**src/logic/blit_setup_pkg.sv**
```systemverilog
package blit_setup_pkg;
    // ---------------------------------------------------------------
    // Register map
    // ---------------------------------------------------------------
    localparam logic [11:0] OFS_DRAWING_COMMAND = 12'h200;
    localparam logic [11:0] OFS_SIZE_PARAMETER_WORD = 12'h204;
    localparam logic [11:0] OFS_DESTINATION_START_POSITION = 12'h208;
    localparam logic [11:0] OFS_PATTERN_FOREGROUND_COLOUR = 12'h248;
    localparam logic [11:0] OFS_ENGINE_STATUS = 12'h24C;
    localparam logic [31:0] RESET_WORD = 32'h0000_0000;
    localparam logic [31:0] READ_ZERO = 32'h0000_0000;
    // ---------------------------------------------------------------
    // Drawing command fields
    // ---------------------------------------------------------------
    localparam int CMD_X_NEG = 11;
    localparam int CMD_Y_NEG = 12;
    localparam int CMD_CLIP_EN = 26;
    localparam int CMD_AUTO_EXEC = 27;
    localparam int CMD_SOLID_PAT = 30;
    localparam int CMD_CMP_DEST = 31;
    // ---------------------------------------------------------------
    // Size / line parameter fields
    // ---------------------------------------------------------------
    localparam int SZ_WIDTH_LO = 0;
    localparam int SZ_HEIGHT_LO = 16;
    localparam int SZ_CONVERT = 31;
    localparam int LN_ERR_LO = 0;
    localparam int LN_LEN_LO = 17;
    localparam int LN_MAJOR_Y = 29;
    localparam int LN_SKIP_LAST = 30;
    localparam int LN_USE_CMD_DIR = 31;
    // ---------------------------------------------------------------
    // Start position fields
    // ---------------------------------------------------------------
    localparam int POS_X_LO = 0;
    localparam int POS_Y_LO = 16;
    localparam int POS_QUAD_LO = 29;
    localparam int COORD_W = 12;
    localparam int ERR_W = 17;
    localparam int COLOUR_W = 16;
    localparam logic [11:0] ONE_COUNT = 12'h001;
    localparam logic [11:0] ZERO_COUNT = 12'h000;
endpackage
```
**src/logic/blit_line_command_setup.sv**
```systemverilog
// Overview of operation
// - With command bit 26 set, pixels outside the clip rectangle are not written; clear, none are clipped.
// - Command bit 27 clear starts execution on a command write; set, on a start-position write.
// - Command bit 30 set replaces all pattern data by the pattern foreground colour.
// - Command bit 31 picks source data (0) or destination read data (1) for the colour compare.
// - Size bits 11:0 give the pixels per line loaded into the width counter.
// - Size bits 27:16 give the number of lines loaded into the height counter.
// - Size bit 31 set makes hardware turn the top-left corner into the true start from the directions.
// - Line bits 28:17 give the pixel length along the major axis.
// - Line bit 30 set drops the last pixel of the line; clear draws the full length.
// - Line bit 31 set takes the major axis from bit 29 and the directions from command bits 11 and 12.
// - Line bit 31 clear takes major axis and directions from the quadrant in start-position bits 31:29.
// - Command bit 12 clear steps lines downward with an incrementing Y position; set steps upward.
// - Quadrants 000,011 are X-major and 001,010 Y-major with positive Y; 1xx keep the major axis with both X and Y direction inverted.
//
// Decided for this implementation: the plain strobed port.
`timescale 1ns/1ps
`default_nettype none
module blit_line_command_setup (
    input wire logic i_ref_clk,
    input wire logic i_reset,
    input wire logic [11:0] i_addr,
    input wire logic [31:0] i_wdata,
    input wire logic i_wr,
    input wire logic i_rd,
    input wire logic i_line_mode,
    input wire logic [blit_setup_pkg::COORD_W-1:0] i_line_start_y,
    input wire logic i_pixel_step,
    input wire logic [blit_setup_pkg::COORD_W-1:0] i_clip_left,
    input wire logic [blit_setup_pkg::COORD_W-1:0] i_clip_top,
    input wire logic [blit_setup_pkg::COORD_W-1:0] i_clip_right,
    input wire logic [blit_setup_pkg::COORD_W-1:0] i_clip_bottom,
    input wire logic [blit_setup_pkg::COLOUR_W-1:0] i_pattern_data,
    input wire logic [blit_setup_pkg::COLOUR_W-1:0] i_source_data,
    input wire logic [blit_setup_pkg::COLOUR_W-1:0] i_dest_read_data,
    output logic [31:0] o_rdata,
    output logic o_busy,
    output logic o_done,
    output logic o_pixel_wr,
    output logic [blit_setup_pkg::COORD_W-1:0] o_pixel_x,
    output logic [blit_setup_pkg::COORD_W-1:0] o_pixel_y,
    output logic [blit_setup_pkg::COLOUR_W-1:0] o_pattern_value,
    output logic [blit_setup_pkg::COLOUR_W-1:0] o_compare_value,
    output logic [blit_setup_pkg::ERR_W-1:0] o_error_term,
    output logic o_major_y,
    output logic o_x_neg,
    output logic o_y_neg
);
    import blit_setup_pkg::*;

    // ---------------------------------------------------------------
    // State
    // ---------------------------------------------------------------
    typedef enum logic [0:0] {
        IDLE = 1'b0,
        RUN = 1'b1
    } phase_type;

    typedef struct packed {
        logic [31:0] command;
        logic [31:0] size_word;
        logic [31:0] start_pos;
        logic [COLOUR_W-1:0] fg_colour;
        logic [31:0] run_command;
        logic [31:0] run_size;
        logic run_line;
        phase_type phase;
        logic [COORD_W-1:0] width_left;
        logic [COORD_W-1:0] height_left;
        logic [COORD_W-1:0] row_x;
        logic [COORD_W-1:0] cur_x;
        logic [COORD_W-1:0] cur_y;
        logic major_y;
        logic x_neg;
        logic y_neg;
        logic [31:0] rdata;
        logic done;
        logic pixel_wr;
        logic [COORD_W-1:0] pixel_x;
        logic [COORD_W-1:0] pixel_y;
        logic [COLOUR_W-1:0] pattern_value;
        logic [COLOUR_W-1:0] compare_value;
        logic [ERR_W-1:0] error_term;
    } state_type;

    state_type state;
    state_type next_state;

    // ---------------------------------------------------------------
    // Helpers
    // ---------------------------------------------------------------
    // Returns {major_y, x_neg, y_neg} for a quadrant code
    function automatic logic [2:0] quadrant_decode(input logic [2:0] quad);
        quadrant_decode = {quad[0] ^ quad[1], quad[1] ^ quad[2], quad[2]};
    endfunction

    function automatic logic [COORD_W-1:0] step_coord(input logic [COORD_W-1:0] v,
                                                      input logic neg);
        step_coord = neg ? v - ONE_COUNT : v + ONE_COUNT;
    endfunction

    function automatic logic inside_clip(input logic [COORD_W-1:0] x,
                                         input logic [COORD_W-1:0] y,
                                         input logic [COORD_W-1:0] l,
                                         input logic [COORD_W-1:0] t,
                                         input logic [COORD_W-1:0] r,
                                         input logic [COORD_W-1:0] b);
        inside_clip = (x >= l) && (x <= r) && (y >= t) && (y <= b);
    endfunction

    logic wr_command;
    logic wr_start;
    logic trigger;
    logic [31:0] trig_command;
    logic [31:0] trig_start;
    logic [2:0] quad_dirs;
    logic [COORD_W-1:0] line_len;
    logic [COORD_W-1:0] blit_w;
    logic [COORD_W-1:0] blit_h;
    logic [COORD_W-1:0] start_x;
    logic [COORD_W-1:0] start_y;
    logic step_now;
    logic last_px;

    assign wr_command = i_wr && (i_addr == OFS_DRAWING_COMMAND);
    assign wr_start = i_wr && (i_addr == OFS_DESTINATION_START_POSITION);
    // Triggers while busy are dropped so the running job keeps its parameters
    assign trigger = (state.phase == IDLE) &&
        ((wr_command && !i_wdata[CMD_AUTO_EXEC]) ||
         (wr_start && state.command[CMD_AUTO_EXEC]));
    assign trig_command = wr_command ? i_wdata : state.command;
    assign trig_start = wr_start ? i_wdata : state.start_pos;
    assign quad_dirs = quadrant_decode(trig_start[POS_QUAD_LO +: 3]);
    assign line_len = state.size_word[LN_LEN_LO +: COORD_W]
        - (state.size_word[LN_SKIP_LAST] ? ONE_COUNT : ZERO_COUNT);
    assign blit_w = state.size_word[SZ_WIDTH_LO +: COORD_W];
    assign blit_h = state.size_word[SZ_HEIGHT_LO +: COORD_W];
    assign step_now = (state.phase == RUN) && i_pixel_step;
    assign last_px = state.run_line ? (state.width_left == ONE_COUNT)
        : (state.width_left == ONE_COUNT) && (state.height_left == ONE_COUNT);

    always_comb begin
        start_x = trig_start[POS_X_LO +: COORD_W];
        start_y = i_line_mode ? i_line_start_y : trig_start[POS_Y_LO +: COORD_W];
        // Corner conversion only for block transfers
        if (!i_line_mode && state.size_word[SZ_CONVERT]) begin
            if (trig_command[CMD_X_NEG]) begin
                start_x = trig_start[POS_X_LO +: COORD_W] + blit_w - ONE_COUNT;
            end
            if (trig_command[CMD_Y_NEG]) begin
                start_y = trig_start[POS_Y_LO +: COORD_W] + blit_h - ONE_COUNT;
            end
        end
    end

    // ---------------------------------------------------------------
    // Next state
    // ---------------------------------------------------------------
    always_comb begin
        next_state = state;
        next_state.done = 1'b0;
        next_state.pixel_wr = 1'b0;
        next_state.rdata = READ_ZERO;
        if (i_wr) begin
            unique case (i_addr)
                OFS_DRAWING_COMMAND: next_state.command = i_wdata;
                OFS_SIZE_PARAMETER_WORD: next_state.size_word = i_wdata;
                OFS_DESTINATION_START_POSITION: next_state.start_pos = i_wdata;
                OFS_PATTERN_FOREGROUND_COLOUR: next_state.fg_colour = i_wdata[COLOUR_W-1:0];
                default: next_state.command = state.command;
            endcase
        end
        if (i_rd) begin
            unique case (i_addr)
                OFS_DRAWING_COMMAND: next_state.rdata = state.command;
                OFS_SIZE_PARAMETER_WORD: next_state.rdata = state.size_word;
                OFS_DESTINATION_START_POSITION: next_state.rdata = state.start_pos;
                OFS_PATTERN_FOREGROUND_COLOUR: next_state.rdata = {16'h0000, state.fg_colour};
                OFS_ENGINE_STATUS: next_state.rdata = {31'h0000_0000, state.phase == RUN};
                default: next_state.rdata = READ_ZERO;
            endcase
        end
        unique case (state.phase)
            IDLE: begin
                if (trigger) begin
                    // Snapshot so later command and size writes only shape the next job
                    next_state.run_command = trig_command;
                    next_state.run_size = state.size_word;
                    next_state.run_line = i_line_mode;
                    next_state.phase = RUN;
                    next_state.cur_x = start_x;
                    next_state.cur_y = start_y;
                    next_state.row_x = start_x;
                    next_state.error_term = state.size_word[LN_ERR_LO +: ERR_W];
                    if (i_line_mode) begin
                        next_state.width_left = line_len;
                        next_state.height_left = ONE_COUNT;
                        if (state.size_word[LN_USE_CMD_DIR]) begin
                            next_state.major_y = state.size_word[LN_MAJOR_Y];
                            next_state.x_neg = trig_command[CMD_X_NEG];
                            next_state.y_neg = trig_command[CMD_Y_NEG];
                        end else begin
                            next_state.major_y = quad_dirs[2];
                            next_state.x_neg = quad_dirs[1];
                            next_state.y_neg = quad_dirs[0];
                        end
                    end else begin
                        next_state.width_left = blit_w;
                        next_state.height_left = blit_h;
                        next_state.major_y = 1'b0;
                        next_state.x_neg = trig_command[CMD_X_NEG];
                        next_state.y_neg = trig_command[CMD_Y_NEG];
                    end
                end
            end
            RUN: begin
                // Empty jobs finish at once instead of wrapping counters
                if (state.width_left == ZERO_COUNT || state.height_left == ZERO_COUNT) begin
                    next_state.phase = IDLE;
                    next_state.done = 1'b1;
                end else if (step_now) begin
                    next_state.pixel_x = state.cur_x;
                    next_state.pixel_y = state.cur_y;
                    next_state.pixel_wr = !state.run_command[CMD_CLIP_EN] ||
                        inside_clip(state.cur_x, state.cur_y, i_clip_left,
                                    i_clip_top, i_clip_right, i_clip_bottom);
                    if (last_px) begin
                        next_state.phase = IDLE;
                        next_state.done = 1'b1;
                    end else if (state.run_line) begin
                        next_state.width_left = state.width_left - ONE_COUNT;
                        if (state.major_y) begin
                            next_state.cur_y = step_coord(state.cur_y, state.y_neg);
                        end else begin
                            next_state.cur_x = step_coord(state.cur_x, state.x_neg);
                        end
                    end else if (state.width_left != ONE_COUNT) begin
                        next_state.width_left = state.width_left - ONE_COUNT;
                        next_state.cur_x = step_coord(state.cur_x, state.x_neg);
                    end else begin
                        next_state.width_left = state.run_size[SZ_WIDTH_LO +: COORD_W];
                        next_state.height_left = state.height_left - ONE_COUNT;
                        next_state.cur_x = state.row_x;
                        next_state.cur_y = step_coord(state.cur_y, state.y_neg);
                    end
                end
            end
        endcase
        next_state.pattern_value = state.run_command[CMD_SOLID_PAT]
            ? state.fg_colour : i_pattern_data;
        next_state.compare_value = state.run_command[CMD_CMP_DEST]
            ? i_dest_read_data : i_source_data;
    end

    // ---------------------------------------------------------------
    // Registers
    // ---------------------------------------------------------------
    always_ff @(posedge i_ref_clk) begin
        if (i_reset) begin
            state <= '0;
        end else begin
            state <= next_state;
        end
    end

    assign o_rdata = state.rdata;
    assign o_busy = state.phase == RUN;
    assign o_done = state.done;
    assign o_pixel_wr = state.pixel_wr;
    assign o_pixel_x = state.pixel_x;
    assign o_pixel_y = state.pixel_y;
    assign o_pattern_value = state.pattern_value;
    assign o_compare_value = state.compare_value;
    assign o_error_term = state.error_term;
    assign o_major_y = state.major_y;
    assign o_x_neg = state.x_neg;
    assign o_y_neg = state.y_neg;
endmodule
`default_nettype wire

```
**config.mk**
```make
export PLATFORM = sky130hd
export DESIGN_NAME = blit_line_command_setup
export DESIGN_NICKNAME = d
export VERILOG_FILES = /design/src/logic/blit_setup_pkg.sv /design/src/logic/blit_line_command_setup.sv
export SDC_FILE = /design/constraint.sdc
export NUM_CORES = 1
export LEC_CHECK = 0
export BUFFER_PORTS_ARGS = -buffer_cell sky130_fd_sc_hd__buf_4
export CORE_AREA = 2 2 177 179
export DETAILED_ROUTE_END_ITERATION = 8
export DIE_AREA = 0 0 179 181
export PLACE_DENSITY = 0.77
export SYNTH_ARGS = -nofsm -noshare
export SYNTH_HDL_FRONTEND = slang
export SYNTH_SLANG_ARGS = --single-unit
```
**constraint.sdc**
```tcl
create_clock -name i_ref_clk -period 5.6 [get_ports i_ref_clk]
set_input_delay 1.12 -clock i_ref_clk [delete_from_list [all_inputs] [get_ports i_ref_clk]]
set_output_delay 1.12 -clock i_ref_clk [all_outputs]
set_load 0.05 [all_outputs]
```
Word level (Yosys, flattened, before mapping). Cells that the tools add are included.

Add/sub/neg operators: 11. Magnitude comparators: 4. Equality and inequality tests: 17. Mux-type cells: 40. Bitwise operators: 6. Reduce and logical (&&, ||, !) cells: 32.

Operators by type and width (count): 2-to-1 mux 12 bit (15); 2-to-1 mux 24 bit (7); case mux 32 bit (5 select lines) (1); subtractor 12 x 1 -> 12 bit (second input constant) (6); 2-to-1 mux 32 bit (2); 2-to-1 mux 64 bit (1); == test 12 x 10 -> 1 bit (second input constant) (5); case mux 25 bit (2 select lines) (1); case mux 24 bit (2 select lines) (1); 2-to-1 mux 16 bit (2); 2-to-1 mux 26 bit (1); 2-to-1 mux 25 bit (1); adder 12 x 1 -> 12 bit (second input constant) (2); adder 12 bit (2); == test 12 x 1 -> 1 bit (second input constant) (2); >= comparator 12 bit (2); <= comparator 12 bit (2); logical NOT 12 bit (2); inequality test 12 x 1 -> 1 bit (second input constant) (1); AND reduction 6 bit (2); subtractor 12 x 1 -> 12 bit (1); logical AND 1 bit (11); inequality test 2 bit (second input constant) (5); AND reduction 2 bit (5); 13 further kinds (30).

Register bits: 328. Bits of input ports: 158. Output and inout bits: 111. Logic and storage cells: 134.

Depth between registers and ports, before layout. Gate-level depths: netlist of run 1.

Word-level depth: 9. Gate-level depth with buffers: 19. Gate-level depth less buffers: 15.

Worst setup path after synthesis of run 1. No wires, ideal clock.

Path kind: input -> register. Start: input port i_addr[3]. End: register state[133] (netlist bit). Setup time: 0.134 ns. Data arrival time: 4.892 ns. Data required time: 5.466 ns. Path slack: 0.574 ns. Stages on the path: 19. Path buffers: 4. Cell sequence: clkbuf_1 > nor4b_1 > nand4_1 > clkbuf_1 > buf_2 > buf_2 > mux2i_1 > ha_1 > inv_1 > ha_1 > inv_1 > fa_1 > nor2b_1 > o2111ai_1 > nand3_1 > a41o_1 > mux2i_1 > mux2i_1 > a211oi_1.

Word-level cells in the longest chain between the ends: 9. Elaborated cells between the ends (all ways): 18. Classes of those cells: add/sub: 2; eq/ne: 3; mux: 6; reduce/logical: 7.

RTL lines: start: declaration (line blit_line_command_setup.sv:22) `input wire logic [11:0] i_addr,`; == test 12 x 10 -> 1 bit (line blit_line_command_setup.sv:126) `assign wr_start = i_wr && (i_addr == OFS_DESTINATION_START_POSITION);`; logical AND 1 bit (line blit_line_command_setup.sv:126); 2-to-1 mux 32 bit (line blit_line_command_setup.sv:132) `assign trig_start = wr_start ? i_wdata : state.start_pos;`; adder 12 bit (line blit_line_command_setup.sv:148) `start_x = trig_start[POS_X_LO +: COORD_W] + blit_w - ONE_COUNT;`; subtractor 12 x 1 -> 12 bit (line blit_line_command_setup.sv:148); 2-to-1 mux 12 bit (line blit_line_command_setup.sv:147) `if (trig_command[CMD_X_NEG]) begin`; 2-to-1 mux 12 bit (line blit_line_command_setup.sv:146) `if (!i_line_mode && state.size_word[SZ_CONVERT]) begin`; 2-to-1 mux 64 bit (line blit_line_command_setup.sv:185) `if (trigger) begin`; case mux 24 bit (2 select lines) (line blit_line_command_setup.sv:183) `unique case (state.phase)`; end signal: assignment (line blit_line_command_setup.sv:262) `state <= next_state;`; end: declaration (line blit_line_command_setup.sv:86) `state_type state;`.

Parallel ways exist; a longest one is shown, timed or not. The select of a mux whose other input is x is not followed. A chain may end at the register's enable or synchronous reset.

Worst setup path after layout of run 1.
Start: input port i_addr[2]. End: register state[121] (netlist bit).

Word-level cells in the longest chain between the ends: 9. Elaborated cells between the ends (all ways): 19. Classes of those cells: add/sub: 2; eq/ne: 3; mux: 7; reduce/logical: 7.

RTL lines: == test 12 x 10 -> 1 bit (line blit_line_command_setup.sv:126); logical AND 1 bit (line blit_line_command_setup.sv:126); 2-to-1 mux 32 bit (line blit_line_command_setup.sv:132); adder 12 bit (line blit_line_command_setup.sv:151) `start_y = trig_start[POS_Y_LO +: COORD_W] + blit_h - ONE_COUNT;`; subtractor 12 x 1 -> 12 bit (line blit_line_command_setup.sv:151); 2-to-1 mux 12 bit (line blit_line_command_setup.sv:150) `if (trig_command[CMD_Y_NEG]) begin`; 2-to-1 mux 12 bit (line blit_line_command_setup.sv:146); 2-to-1 mux 64 bit (line blit_line_command_setup.sv:185); case mux 24 bit (2 select lines) (line blit_line_command_setup.sv:183).

Parallel ways exist; a longest one is shown, timed or not. The select of a mux whose other input is x is not followed.

==> out/qor.txt, run 1 <==
Maximum vdd drop -> 212 uV
Fin Hold WS -> 0.449 ns
Fin. max-slew vios -> 0
Clock Latency Late Sink -> 0.57 ns
Die width -> 179 um
Slew @ Worst Pin -> 1.21 ns
Final ANT Viol Nets -> 0
WS Path Type -> in -> reg
CTS tree -> yes
Syn Inst Count -> 2,066
Min-Delay Path Class -> reg -> reg
Clock sinks -> 287
Initial antenna violation count -> 0
Max clock buf depth -> 3
Hold Path End -> state[335]
Std-Cell Core Area -> 30,300 um^2
Clock buffer count from CTS -> 30
Startpoint types -> primary input
Setup TNS -> 0 ns
Area of the mapped netlist -> 16,500 um^2
Fin crit share -> 80.1%
Iter 0 DRT Violations -> 1,463
Synth Register Bits -> 287
Crit path buf inv count -> 3
EDFF count, synth -> 0
Most frequent CP cell -> ha_1
Vias per inst -> 5.76
Post-synthesis sequential area ratio -> 34.8%
Worst R2R Setup Slack -> 1.92 ns
Final-report hold violation count -> 0
CP Capture Type -> flip-flop
Largest net degree at the start of global routing -> 98
Yosys cell types -> 75
Fin Clk Skew -> 0.0201 ns
Initial Util -> 54.5%
Total GRT Usage -> 28.2%
Setup violators final -> 0
Hold path startpoint -> state[335]
H-tree depth -> 1
Die ar. -> 32,400 um^2
Synth Area per Inst -> 8.00 um^2
Drt total wl -> 47,200 um
Clock root buffer -> clkbuf_16
PnR Total Power -> 4.48 mW
Final #Nets -> 2,440
WHS Path Cells -> 2
Layout area overhead -> 15.2%
Power density over the cells -> 235 nW/um^2
# IOs -> 269
DR DRC count -> 0
Layout cells sized above 1 -> 17.8%
Remaining Overflow, GRT -> 0
Die Span Y -> 181 um
Vias post-DR -> 14,900
Main synth FF type -> dfxtp_1
Crit-path leading delay family -> compound AO/OA/AOI/OAI gates
Port bufs -> 268
Critical path fanouts, max -> 36
RR Startpoint -> state[148]
Global-route wire length before repair -> 73,700 um
Post-synth ARST share -> 0%
RePlAce Congestion -> 0.899
Worst Setup SP -> i_addr[2]
Post-DP HPWL -> 34,100 um
Post-route minimum period -> 4.49 ns
RSZ-0062 raised after global routing -> false
Layout fillers -> 2,625
Synth warn -> 0
Vias in the first global route -> 13,800
Post-cts hold buffer count -> 0
Max_cap viols -> 0
Cell row count -> 64
First-pass iteration count of the detailed router -> 5
Clk slew on worst S/H paths -> 0.06 ns
Slowest stage delay, CP -> 0.47 ns
Post-Syn Nets -> 2,344
Pleak -> 8.18 nW
Achievable clock frequency -> 0.223 GHz
Slew headroom -> 19.6%
FF-to-FF End -> state[133]
Status -> completed
Crit path cell chain -> buf_4 -> nor3b_1 -> nand4_1 -> buf_12 -> mux2i_1 -> ha_1 -> inv_1 -> ha_1 -> fa_1 -> a21oi_1 -> o211ai_1 -> o41ai_1 -> o21ai_0 -> xnor2_1 -> a211oi_1 -> o31a_1
Final core occ -> 62.8%
Post-CTS Repair Setup Buffers -> 0
Reg2reg path depth -> 9
CP Data Required Time -> 6.06 ns
Slowest-stage cell, CP -> fa_1
Drt wl/cell -> 18.3 um
Ant diodes -> 0
CTS resizes -> 0
Arr. time, crit path -> 4.94 ns
## tightest hold or removal path, delay by kind of cell, from the launching register on
kind / cells / cell delay [ns]
compound gates: 1 / 0.05
simple gates: 1 / 0.05
flops: 1 / 0.31
## power breakdown
group	total, mW	internal [mW]	leakage, nW	switching, mW
combinational	0.276	0.118	5.34	0.158
clock	2.14	1.30	0.523	0.844
sequential	2.06	2.05	2.32	0.00348
total	4.48	3.47	8.18	1.01
## flip-flops by register name (all words and copies together) (netlist names), 6 cells and up
signal and flops:
o_pixel_x 12, state 163, o_pixel_y 12, o_pattern_value 16, blit_h 12, o_compare_value 16
o_rdata 32, o_error_term 6, blit_w 12
## stage by stage
| stage | instances | setup slack (ns) | instance area [um^2] |
|---|---|---|---|
| 6_report | 2581 | 1.11 | 19000 |
| 2_1_floorplan | 2066 | 0.574 | 16500 |
| 3_3_place_gp | 2526 | 0.697 | 18000 |
| 5_1_grt | 2581 | 0.753 | 19000 |
| 4_1_cts | 2581 | 1.11 | 19000 |
| 3_5_place_dp | 2526 | 0.531 | 18000 |
## worst max-delay path by stage
stage                       to  slack [ns]  cells after the start
global route        state[121]        0.75                     16
detailed placement  state[121]        0.53                     16
floorplan           state[133]        0.57                     19
finish              state[121]        1.11                     16
global placement    state[121]        0.70                     16
CTS                 state[121]        1.11                     16
## cell usage in the layout, fill, tap and decap left out, drive strengths merged, types with 9 or more instances in the layout
cell,count
mux2,27
nand3,26
nor3,30
nor2,206
ha,116
a311oi,22
clkbuf,45
a21oi,191
xnor2,40
and2,10
inv,126
a211oi,38
o21ai,56
mux2i,83
nand2b,9
nand2,337
xor2,16
o21a,11
nor2b,22
a222oi,15
dfxtp,287
or3,13
a21o,18
buf,290
o211ai,37
a22oi,11
## synthesized netlist by cell type (all sizes together) (13+ instances only)
cell type | number | share of area (%)
nand2 | 337 | 7.8
dfxtp | 287 | 35
nor2 | 206 | 4.7
a21oi | 191 | 5.8
inv | 126 | 2.9
buf | 122 | 5.4
ha | 116 | 8.8
clkbuf | 104 | 2.4
mux2i | 83 | 5.0
o21ai | 56 | 1.7
xnor2 | 40 | 2.1
a211oi | 38 | 1.8
o211ai | 37 | 1.7
nor3 | 30 | 0.94
mux2 | 27 | 1.8
nand3 | 26 | 0.79
a311oi | 22 | 1.2
nor2b | 22 | 0.83
a21o | 18 | 0.82
xor2 | 16 | 0.85
a222oi | 15 | 0.91
or3 | 13 | 0.49
## cell type report
type / count / area, um^2 / share of cell area [%]
multi-input cells: 1427 / 9060 / 47.6
flip-flops and latches: 287 / 5750 / 30.2
repair buffers: 290 / 2210 / 11.6
clock buffers: 45 / 908 / 4.77
well taps: 396 / 495 / 2.60
inverters: 126 / 473 / 2.48
clock inverters: 10 / 160 / 0.841
## layer usage
layer / share of wire (%) / GRT usage, % / vias up
met4: 2.5 / 7.25 / 0
met3: 8.9 / 4.84 / 71
met2: 44 / 43.2 / 632
met5: 0 / 0 / -
li1: - / - / 7187
met1: 44 / 40.9 / 6981
## cell families (layout without fill, tap and decap cells)
kind of cell / count (synthesis) / after routing / share of synthesized area, %
AND/OR/NAND/NOR: 690 / 690 / 17.9
XOR/XNOR: 56 / 56 / 2.97
multiplexers: 110 / 110 / 6.86
flip-flops: 287 / 287 / 34.8
AO/OA/AOI/OAI: 451 / 451 / 17.6
buffers and inverters: 352 / 471 / 10.6
adder cells (fa/ha/maj): 120 / 120 / 9.26
No activity file was read; power rests on OpenSTA's default activity.
==> run 2: changes to the inputs <==
- ABC_AREA: default -> 1
- CORE_AREA: 2 2 177 179 -> 2 2 185 187
- DIE_AREA: 0 0 179 181 -> 0 0 187 189
- PLACE_DENSITY: 0.77 -> 0.76
- clock period: 5.6 -> 3.8 ns (I/O delays scaled with it)
==> run 2 against run 1 <==
Compared with the run above: register-to-register slack lost 0.82 ns; worst setup slack got worse by 0.72 ns; die area rose by 9.1%; critical path type unchanged; largest cell class unchanged.
==> out/qor.txt, run 2 <==
Maximum vdd drop -> 300 uV (+42%)
Iter 0 DRT Violations -> 1,613 (+10%)
EDFF count, synth -> 0 (unchanged)
Pleak -> 9.49 nW (+16%)
# IOs -> 269 (unchanged)
Initial Util -> 51.2% (-3.2 points)
Top-count cell post-synth -> nand2_1
Multi-input gate area -> 8890 um^2 (-1.9%)
Die Span Y -> 189 um (+4.4%)
Worst R2R Setup Slack -> 1.10 ns (-0.82 ns)
Status -> completed
Die ar. -> 35,300 um^2 (+9.1%)
Ant diodes -> 0 (unchanged)
Drt wl/cell -> 17.4 um (-5.1%)
Remaining Overflow, GRT -> 0 (unchanged)
CP Data Required Time -> 4.19 ns (-1.87 ns)
CTS tree -> yes
Max_cap viols -> 0 (unchanged)
Post-CTS Repair Setup Buffers -> 0 (unchanged)
Port bufs -> 268 (unchanged)
Arr. time, crit path -> 3.80 ns (-1.14 ns)
H-tree depth -> 2 (+1)
WS Path Type -> in -> reg
Post-synthesis sequential area ratio -> 33.7% (-1.1 points)
Crit path cell chain -> buf_4 -> nor2_1 -> nand2_1 -> nor2_4 -> nand3_1 -> o21ai_0 -> ha_1 -> inv_1 -> ha_1 -> inv_1 -> fa_1 -> inv_1 -> nand3_1 -> nand2_1 -> nand2_1 -> nand2_1 -> xor2_1 -> o211ai_1 -> nand2_1 -> nor2_1 -> nor2_1
Area of the mapped netlist -> 17,100 um^2 (+3.1%)
Slowest stage delay, CP -> 0.46 ns (about the same)
Max clock buf depth -> 3 (unchanged)
Min-Delay Path Class -> reg -> reg
Fin crit share -> 89.7%
Sequential cell area -> 5750 um^2 (unchanged)
RSZ-0062 raised after global routing -> false
Slew @ Worst Pin -> 0.843 ns (-0.364 ns)
Synth Register Bits -> 287 (unchanged)
Main synth FF type -> dfxtp_1
Die width -> 187 um (+4.5%)
Post-Syn Nets -> 2,723 (+16%)
Syn Inst Count -> 2,445 (+18%)
Leading cell types by count after synthesis -> nand2_1 (357), inv_1 (317), dfxtp_1 (287), nor2_1 (287), a21oi_1 (256)
Clock buffer count from CTS -> 34 (+13%)
Post-cts hold buffer count -> 0 (unchanged)
PnR Total Power -> 6.80 mW (+52%)
CP Capture Type -> flip-flop
Commonest non-fill, non-tap cells in the layout -> buf_4 (358), nand2_1 (357), inv_1 (316), nor2_1 (287), dfxtp_1 (287)
Post-route cell area -> 20,300 um^2 (+6.5%)
Cell row count -> 67 (+4.7%)
Startpoint types -> primary input
Post-synth top area share -> 33.7% (-1.1 points)
Yosys cell types -> 49 (-35%)
Vias in the first global route -> 16,100 (+16%)
Synth Area per Inst -> 6.97 um^2 (-13%)
Vias per inst -> 5.48 (-5.0%)
Final #Nets -> 2,917 (+20%)
Post-route minimum period -> 3.41 ns
Synth warn -> 0 (unchanged)
Layout area overhead -> 19.0%
CTS resizes -> 0 (unchanged)
Clock root buffer -> clkbuf_16
Top reg by flops -> state
Critical path fanouts, max -> 4 (-89%)
Post-synth ARST share -> 0% (unchanged)
Drt total wl -> 54,000 um (+14%)
Clk slew on worst S/H paths -> 0.06 ns (about the same)
Leading cell type in the layout, fill and taps excluded -> buf_4
Global-route wire length before repair -> 85,500 um (+16%)
Area leader, netlist -> dfxtp_1
Max reg flops -> 163 (unchanged)
Clock Latency Late Sink -> 0.51 ns (-0.06 ns)
DR DRC count -> 0 (unchanged)
Largest net degree at the start of global routing -> 169 (+72%)
Fin. max-slew vios -> 0 (unchanged)
Clock sinks -> 287 (unchanged)
Fin Clk Skew -> 0.0215 ns (+0.00147 ns)
Synth area leaders -> dfxtp_1 (34%), ha_1 (8.5%), nand2_1 (7.9%)
Total GRT Usage -> 29.9% (+1.7 points)
Slowest-stage cell, CP -> fa_1
Final-report hold violation count -> 0 (unchanged)
Initial antenna violation count -> 0 (unchanged)
Final ANT Viol Nets -> 0 (unchanged)
Setup violators final -> 0 (unchanged)
Vias post-DR -> 17,000 (+15%)
Slew headroom -> 43.8% (+24 points)
Layout cells sized above 1 -> 17.4% (-0.49 points)
Placed Instances -> 3,051 (+21%)
Most frequent CP cell -> nand2_1
Achievable clock frequency -> 0.293 GHz
Post-DP HPWL -> 41,000 um (+20%)
Layout Cells excl Fill -> 3,110 (+20%)
Power density over the cells -> 335 nW/um^2 (+43%)
First-pass iteration count of the detailed router -> 5 (unchanged)
Std-Cell Core Area -> 33,300 um^2 (+9.7%)
RePlAce Congestion -> 0.963 (+7.1%)
Placed inst area -> 19,200 um^2 (+6.5%)
Layout fillers -> 3,077 (+17%)
## run 2: layout make-up
cell class | instances | share of cell area [%]
multi-input combinational | 1628 | 43.8
sequential | 287 | 28.3
timing repair buffer | 360 | 13.4
inverter | 328 | 6.08
clock buffer | 45 | 4.60
tap | 448 | 2.76
clock inverter | 14 | 0.950
## run 2: worst paths after layout
path	startpoint	end	cells after the start
worst max-delay path	i_addr[1]	state[129]	21
worst min register to register	state[332]	state[332]	2
worst max register to register	blit_w[1]	state[129]	16
worst min-delay path	state[332]	state[332]	2
## run 2: critical path: cells and delay by family
family | cells | cell delay (ns)
AO/OA/AOI/OAI | 2 | 0.52
XOR/XNOR | 1 | 0.06
adder cells (fa/ha/maj) | 3 | 0.91
buffers and inverters | 4 | 0.35
AND/OR/NAND/NOR | 11 | 1.20
## run 2: kinds of logic after synthesis
logic type / after synthesis / share of synthesized area (%)
buffers and inverters: 530 / 14.3
adder cells (fa/ha/maj): 120 / 8.98
AO/OA/AOI/OAI: 645 / 20.9
XOR/XNOR: 31 / 1.59
flip-flops: 287 / 33.7
AND/OR/NAND/NOR: 832 / 20.6
## run 2: report_power, final
part / switching [mW] / internal (mW) / leakage [nW] / total, mW
Clock: 1.32 / 2.01 / 0.541 / 3.33
Combinational: 0.255 / 0.182 / 6.63 / 0.437
Sequential: 0.00517 / 3.03 / 2.32 / 3.03
Total: 1.58 / 5.22 / 9.49 / 6.80
## run 2: layer usage
metal  part of all wire [%]  GRT usage [%]  vias up  wire length [um]
met5                      0              0        -                 0
met4                    2.8           8.67        0              1490
met3                    7.3           4.23       92              3950
met2                     45           49.0      748             24200
met1                     45           40.9     7825             24400
li1                       -              -     8363                 -
## run 2: through the flow
| step | setup slack, ns | setup TNS (ns) | hold slack, ns | util [%] |
|---|---|---|---|---|
| floorplan | 0.123 | 0 | 0.409 | - |
| global placement | -0.113 | -0.137 | 0.436 | 57.6 |
| detailed placement | -0.125 | -0.345 | 0.449 | 57.6 |
| CTS | 0.405 | 0 | 0.457 | 60.9 |
| global route | 0.0888 | 0 | 0.475 | 60.9 |
| finish | 0.391 | 0 | 0.459 | 60.9 |
==> run 3: changes to the inputs <==
--- a/config.mk
+++ b/config.mk
@@ -12,4 +12,5 @@
 export DIE_AREA = 0 0 187 189
 export PLACE_DENSITY = 0.76
+export SETUP_SLACK_MARGIN = 0.1
 export SYNTH_ARGS = -nofsm -noshare
 export SYNTH_HDL_FRONTEND = slang
==> constraint.sdc (replaced) <==
create_clock -name i_ref_clk -period 3.8 [get_ports i_ref_clk]
set_input_delay 0.19 -clock i_ref_clk [delete_from_list [all_inputs] [get_ports i_ref_clk]]
set_output_delay 0.19 -clock i_ref_clk [all_outputs]
set_load 0.05 [all_outputs]
==> run 3 against run 2 <==
Compared with the run above: sequential power about the same; routed wire length grew 1.8%; sequential share of layout area fell by 0.39 points; clock skew rose by 0.00080 ns; critical endpoint is now state[132].
==> out/qor.txt, run 3 (synthesized netlist as in run 2, its figures left out) <==
Iter 0 DRT Violations -> 1,689 (+4.7%)
Crit path buf inv count -> 5 (+1)
Fin crit share -> 83.5% (-6.2 points)
Commonest non-fill, non-tap cells in the layout -> nand2_1 (357), inv_1 (316), buf_4 (296), nor2_1 (287), dfxtp_1 (287)
Post-DP HPWL -> 40,700 um (-0.80%)
Min-Delay Path Class -> in -> reg
Placed inst area -> 18,700 um^2 (-2.6%)
CP Capture Point -> state[132]
Largest net degree at the start of global routing -> 101 (-40%)
Crit-path leading delay family -> simple AND/OR/NAND/NOR gates
Critical path fanouts, max -> 13 (+9)
Clock root buffer -> clkbuf_16
Max reg flops -> 163 (unchanged)
CP Capture Type -> flip-flop
Clock power share -> 48.5% (-0.4 points)
Initial antenna violation count -> 1 (+1)
# IOs -> 269 (unchanged)
Final ANT Viol Nets -> 0 (unchanged)
Reg power frac -> 44.3% (-0.3 points)
Reg2reg path depth -> 15 (-1)
Net Sw Frac -> 23.6% (+0.36 points)
CP Data Required Time -> 4.21 ns (+0.02 ns)
Drt wl/cell -> 17.6 um (+1.3%)
Post-route cell area -> 20,600 um^2 (+1.4%)
Clock buffer count from CTS -> 34 (unchanged)
Layout area overhead -> 20.6%
Layout cells sized above 1 -> 14.9% (-2.4 points)
Die width -> 187 um (unchanged)
Clock sinks -> 287 (unchanged)
Slowest-stage cell, CP -> o21ai_0
Setup TNS -> 0 ns (unchanged)
Ant diodes -> 0 (unchanged)
Fin Clk Skew -> 0.0223 ns (+0.000803 ns)
WS Path Type -> in -> reg
Maximum vdd drop -> 337 uV (+12%)
H-tree depth -> 2 (unchanged)
Arr. time, crit path -> 3.58 ns (-0.22 ns)
Crit path cell chain -> buf_4 -> nor2_1 -> nand2_1 -> nor2_4 -> nand3_1 -> buf_4 -> o21ai_0 -> ha_1 -> inv_1 -> ha_1 -> inv_1 -> o21ai_0 -> a31oi_1 -> nand3_1 -> nand2_1 -> nand2_1 -> o21ai_1 -> nand3_1 -> nand2_1 -> inv_1
Clock Latency Late Sink -> 0.53 ns (+0.02 ns)
Fin. max-slew vios -> 0 (unchanged)
Combinational group share of total power -> 7.2% (+0.8 points)
Top reg by flops -> state
Vias in the first global route -> 16,500 (+2.6%)
First-pass iteration count of the detailed router -> 6 (+1)
RR Startpoint -> state[255]
Layout Cells excl Fill -> 3,125 (+0.48%)
Startpoint types -> primary input
Slowest stage delay, CP -> 0.49 ns (+0.03 ns)
Vias per inst -> 5.52 (+0.73%)
Worst R2R Setup Slack -> 0.99 ns (-0.11 ns)
Net Sw Power -> 1.61 mW (+2.3%)
DR DRC count -> 0 (unchanged)
Pleak -> 9.53 nW (+0.50%)
Max_cap viols -> 0 (unchanged)
CTS tree -> yes
Die ar. -> 35,300 um^2 (unchanged)
RePlAce Congestion -> 0.962 (about the same)
Max clock buf depth -> 3 (unchanged)
Post-CTS Repair Setup Buffers -> 0 (unchanged)
FF-to-FF End -> state[130]
Die Span Y -> 189 um (unchanged)
Most frequent CP cell -> nand2_1
Worst Setup SP -> i_addr[1]
Vias post-DR -> 17,200 (+1.2%)
Post-route minimum period -> 3.17 ns (-0.236 ns)
RSZ-0062 raised after global routing -> false
Status -> completed
Setup violators final -> 0 (unchanged)
Std-Cell Core Area -> 33,300 um^2 (unchanged)
Slew headroom -> 30.4% (-13 points)
Drt total wl -> 54,900 um (+1.8%)
Port bufs -> 268 (unchanged)
Slew @ Worst Pin -> 1.04 ns (+0.202 ns)
Power density over the cells -> 333 nW/um^2 (-0.62%)
Final #Nets -> 2,930 (+0.45%)
Cell row count -> 67 (unchanged)
Critical path depth -> 20 (-4.8%)
Initial Util -> 51.2% (unchanged)
Remaining Overflow, GRT -> 0 (unchanged)
Clk slew on worst S/H paths -> 0.06 ns (about the same)
Placed Instances -> 2,987 (-2.1%)
Total GRT Usage -> 30.2% (+0.36 points)
Global-route wire length before repair -> 87,300 um (+2.0%)
Achievable clock frequency -> 0.315 GHz (+7.4%)
Internal power -> 5.24 mW (+0.31%)
Final-report hold violation count -> 0 (unchanged)
Leading cell type in the layout, fill and taps excluded -> nand2_1
## run 3: cell types whose count changed in the layout (fill, tap and decap cells not counted), sizes merged
cell,previous run,this run
buf,360,296
bufinv,4,3
clkbuf,45,46
clkinv,8,11
clkinvlp,3,2
dlygate4sd3,0,77
## run 3: metrics by stage
stage | hold WS, ns | setup WS, ns | utilization (%) | power (mW)
after floorplan | 0.317 | 0.693 | - | 3.33
after global placement | 0.409 | 0.323 | 56.0 | 3.51
after detailed placement | 0.417 | 0.216 | 56.0 | 3.52
after CTS | 0.00429 | 0.732 | 61.8 | 6.87
after global routing | 0.0524 | 0.322 | 61.8 | 7.05
final | 0.0161 | 0.626 | 61.8 | 6.85
## run 3: repair_timing
item | in CTS | in global routing
resized for setup | 0 | 0
hold buffers | 77 | 0
endpoints found under the hold margin | 88 | 0
## run 3: how the worst min path moves through the flow
stage	start	endpoint	depth (start not counted)
2_1_floorplan	i_wdata[1]	state[237]	2
3_3_place_gp	i_dest_read_data[3]	o_compare_value[3]	3
3_5_place_dp	i_dest_read_data[6]	o_compare_value[6]	3
4_1_cts	i_wdata[18]	blit_h[2]	3
5_1_grt	i_wdata[18]	state[334]	3
6_report	i_wdata[18]	blit_h[2]	3
## run 3: area by class of cell
class,count,area [um^2]
clock inverters,15,199
flip-flops and latches,287,5750
well taps,448,561
inverters,328,1230
repair buffers,373,2990
clock buffers,46,947
fillers,2980,12700
multi-input cells,1628,8890
## run 3: metal layers
metal	up-vias	track usage (%)	share of wire [%]
met3	99	5.26	8.1
met5	-	0	0
met2	778	50.0	46
met1	7963	40.5	44
li1	8395	-	-
met4	0	8.82	2.4
## run 3: power by group through the flow
| stage | Sequential (mW) | Clock [mW] | Combinational [mW] |
|---|---|---|---|
| detailed placement | 3.10 | 0 | 0.423 |
| floorplan | 3.10 | 0 | 0.232 |
| finish | 3.03 | 3.32 | 0.495 |
| CTS | 3.03 | 3.35 | 0.487 |
| global placement | 3.10 | 0 | 0.416 |
| global route | 3.03 | 3.49 | 0.533 |
## run 3: worst reg2reg max path, delay by kind of cell, from the launching register on
family	cells	cell delay, ns
buffers and inverters	3	0.14
AOI/OAI and AO/OA	3	0.81
DFF	1	0.31
and+or+nand+nor	7	0.71
adders and majority gates	2	0.73
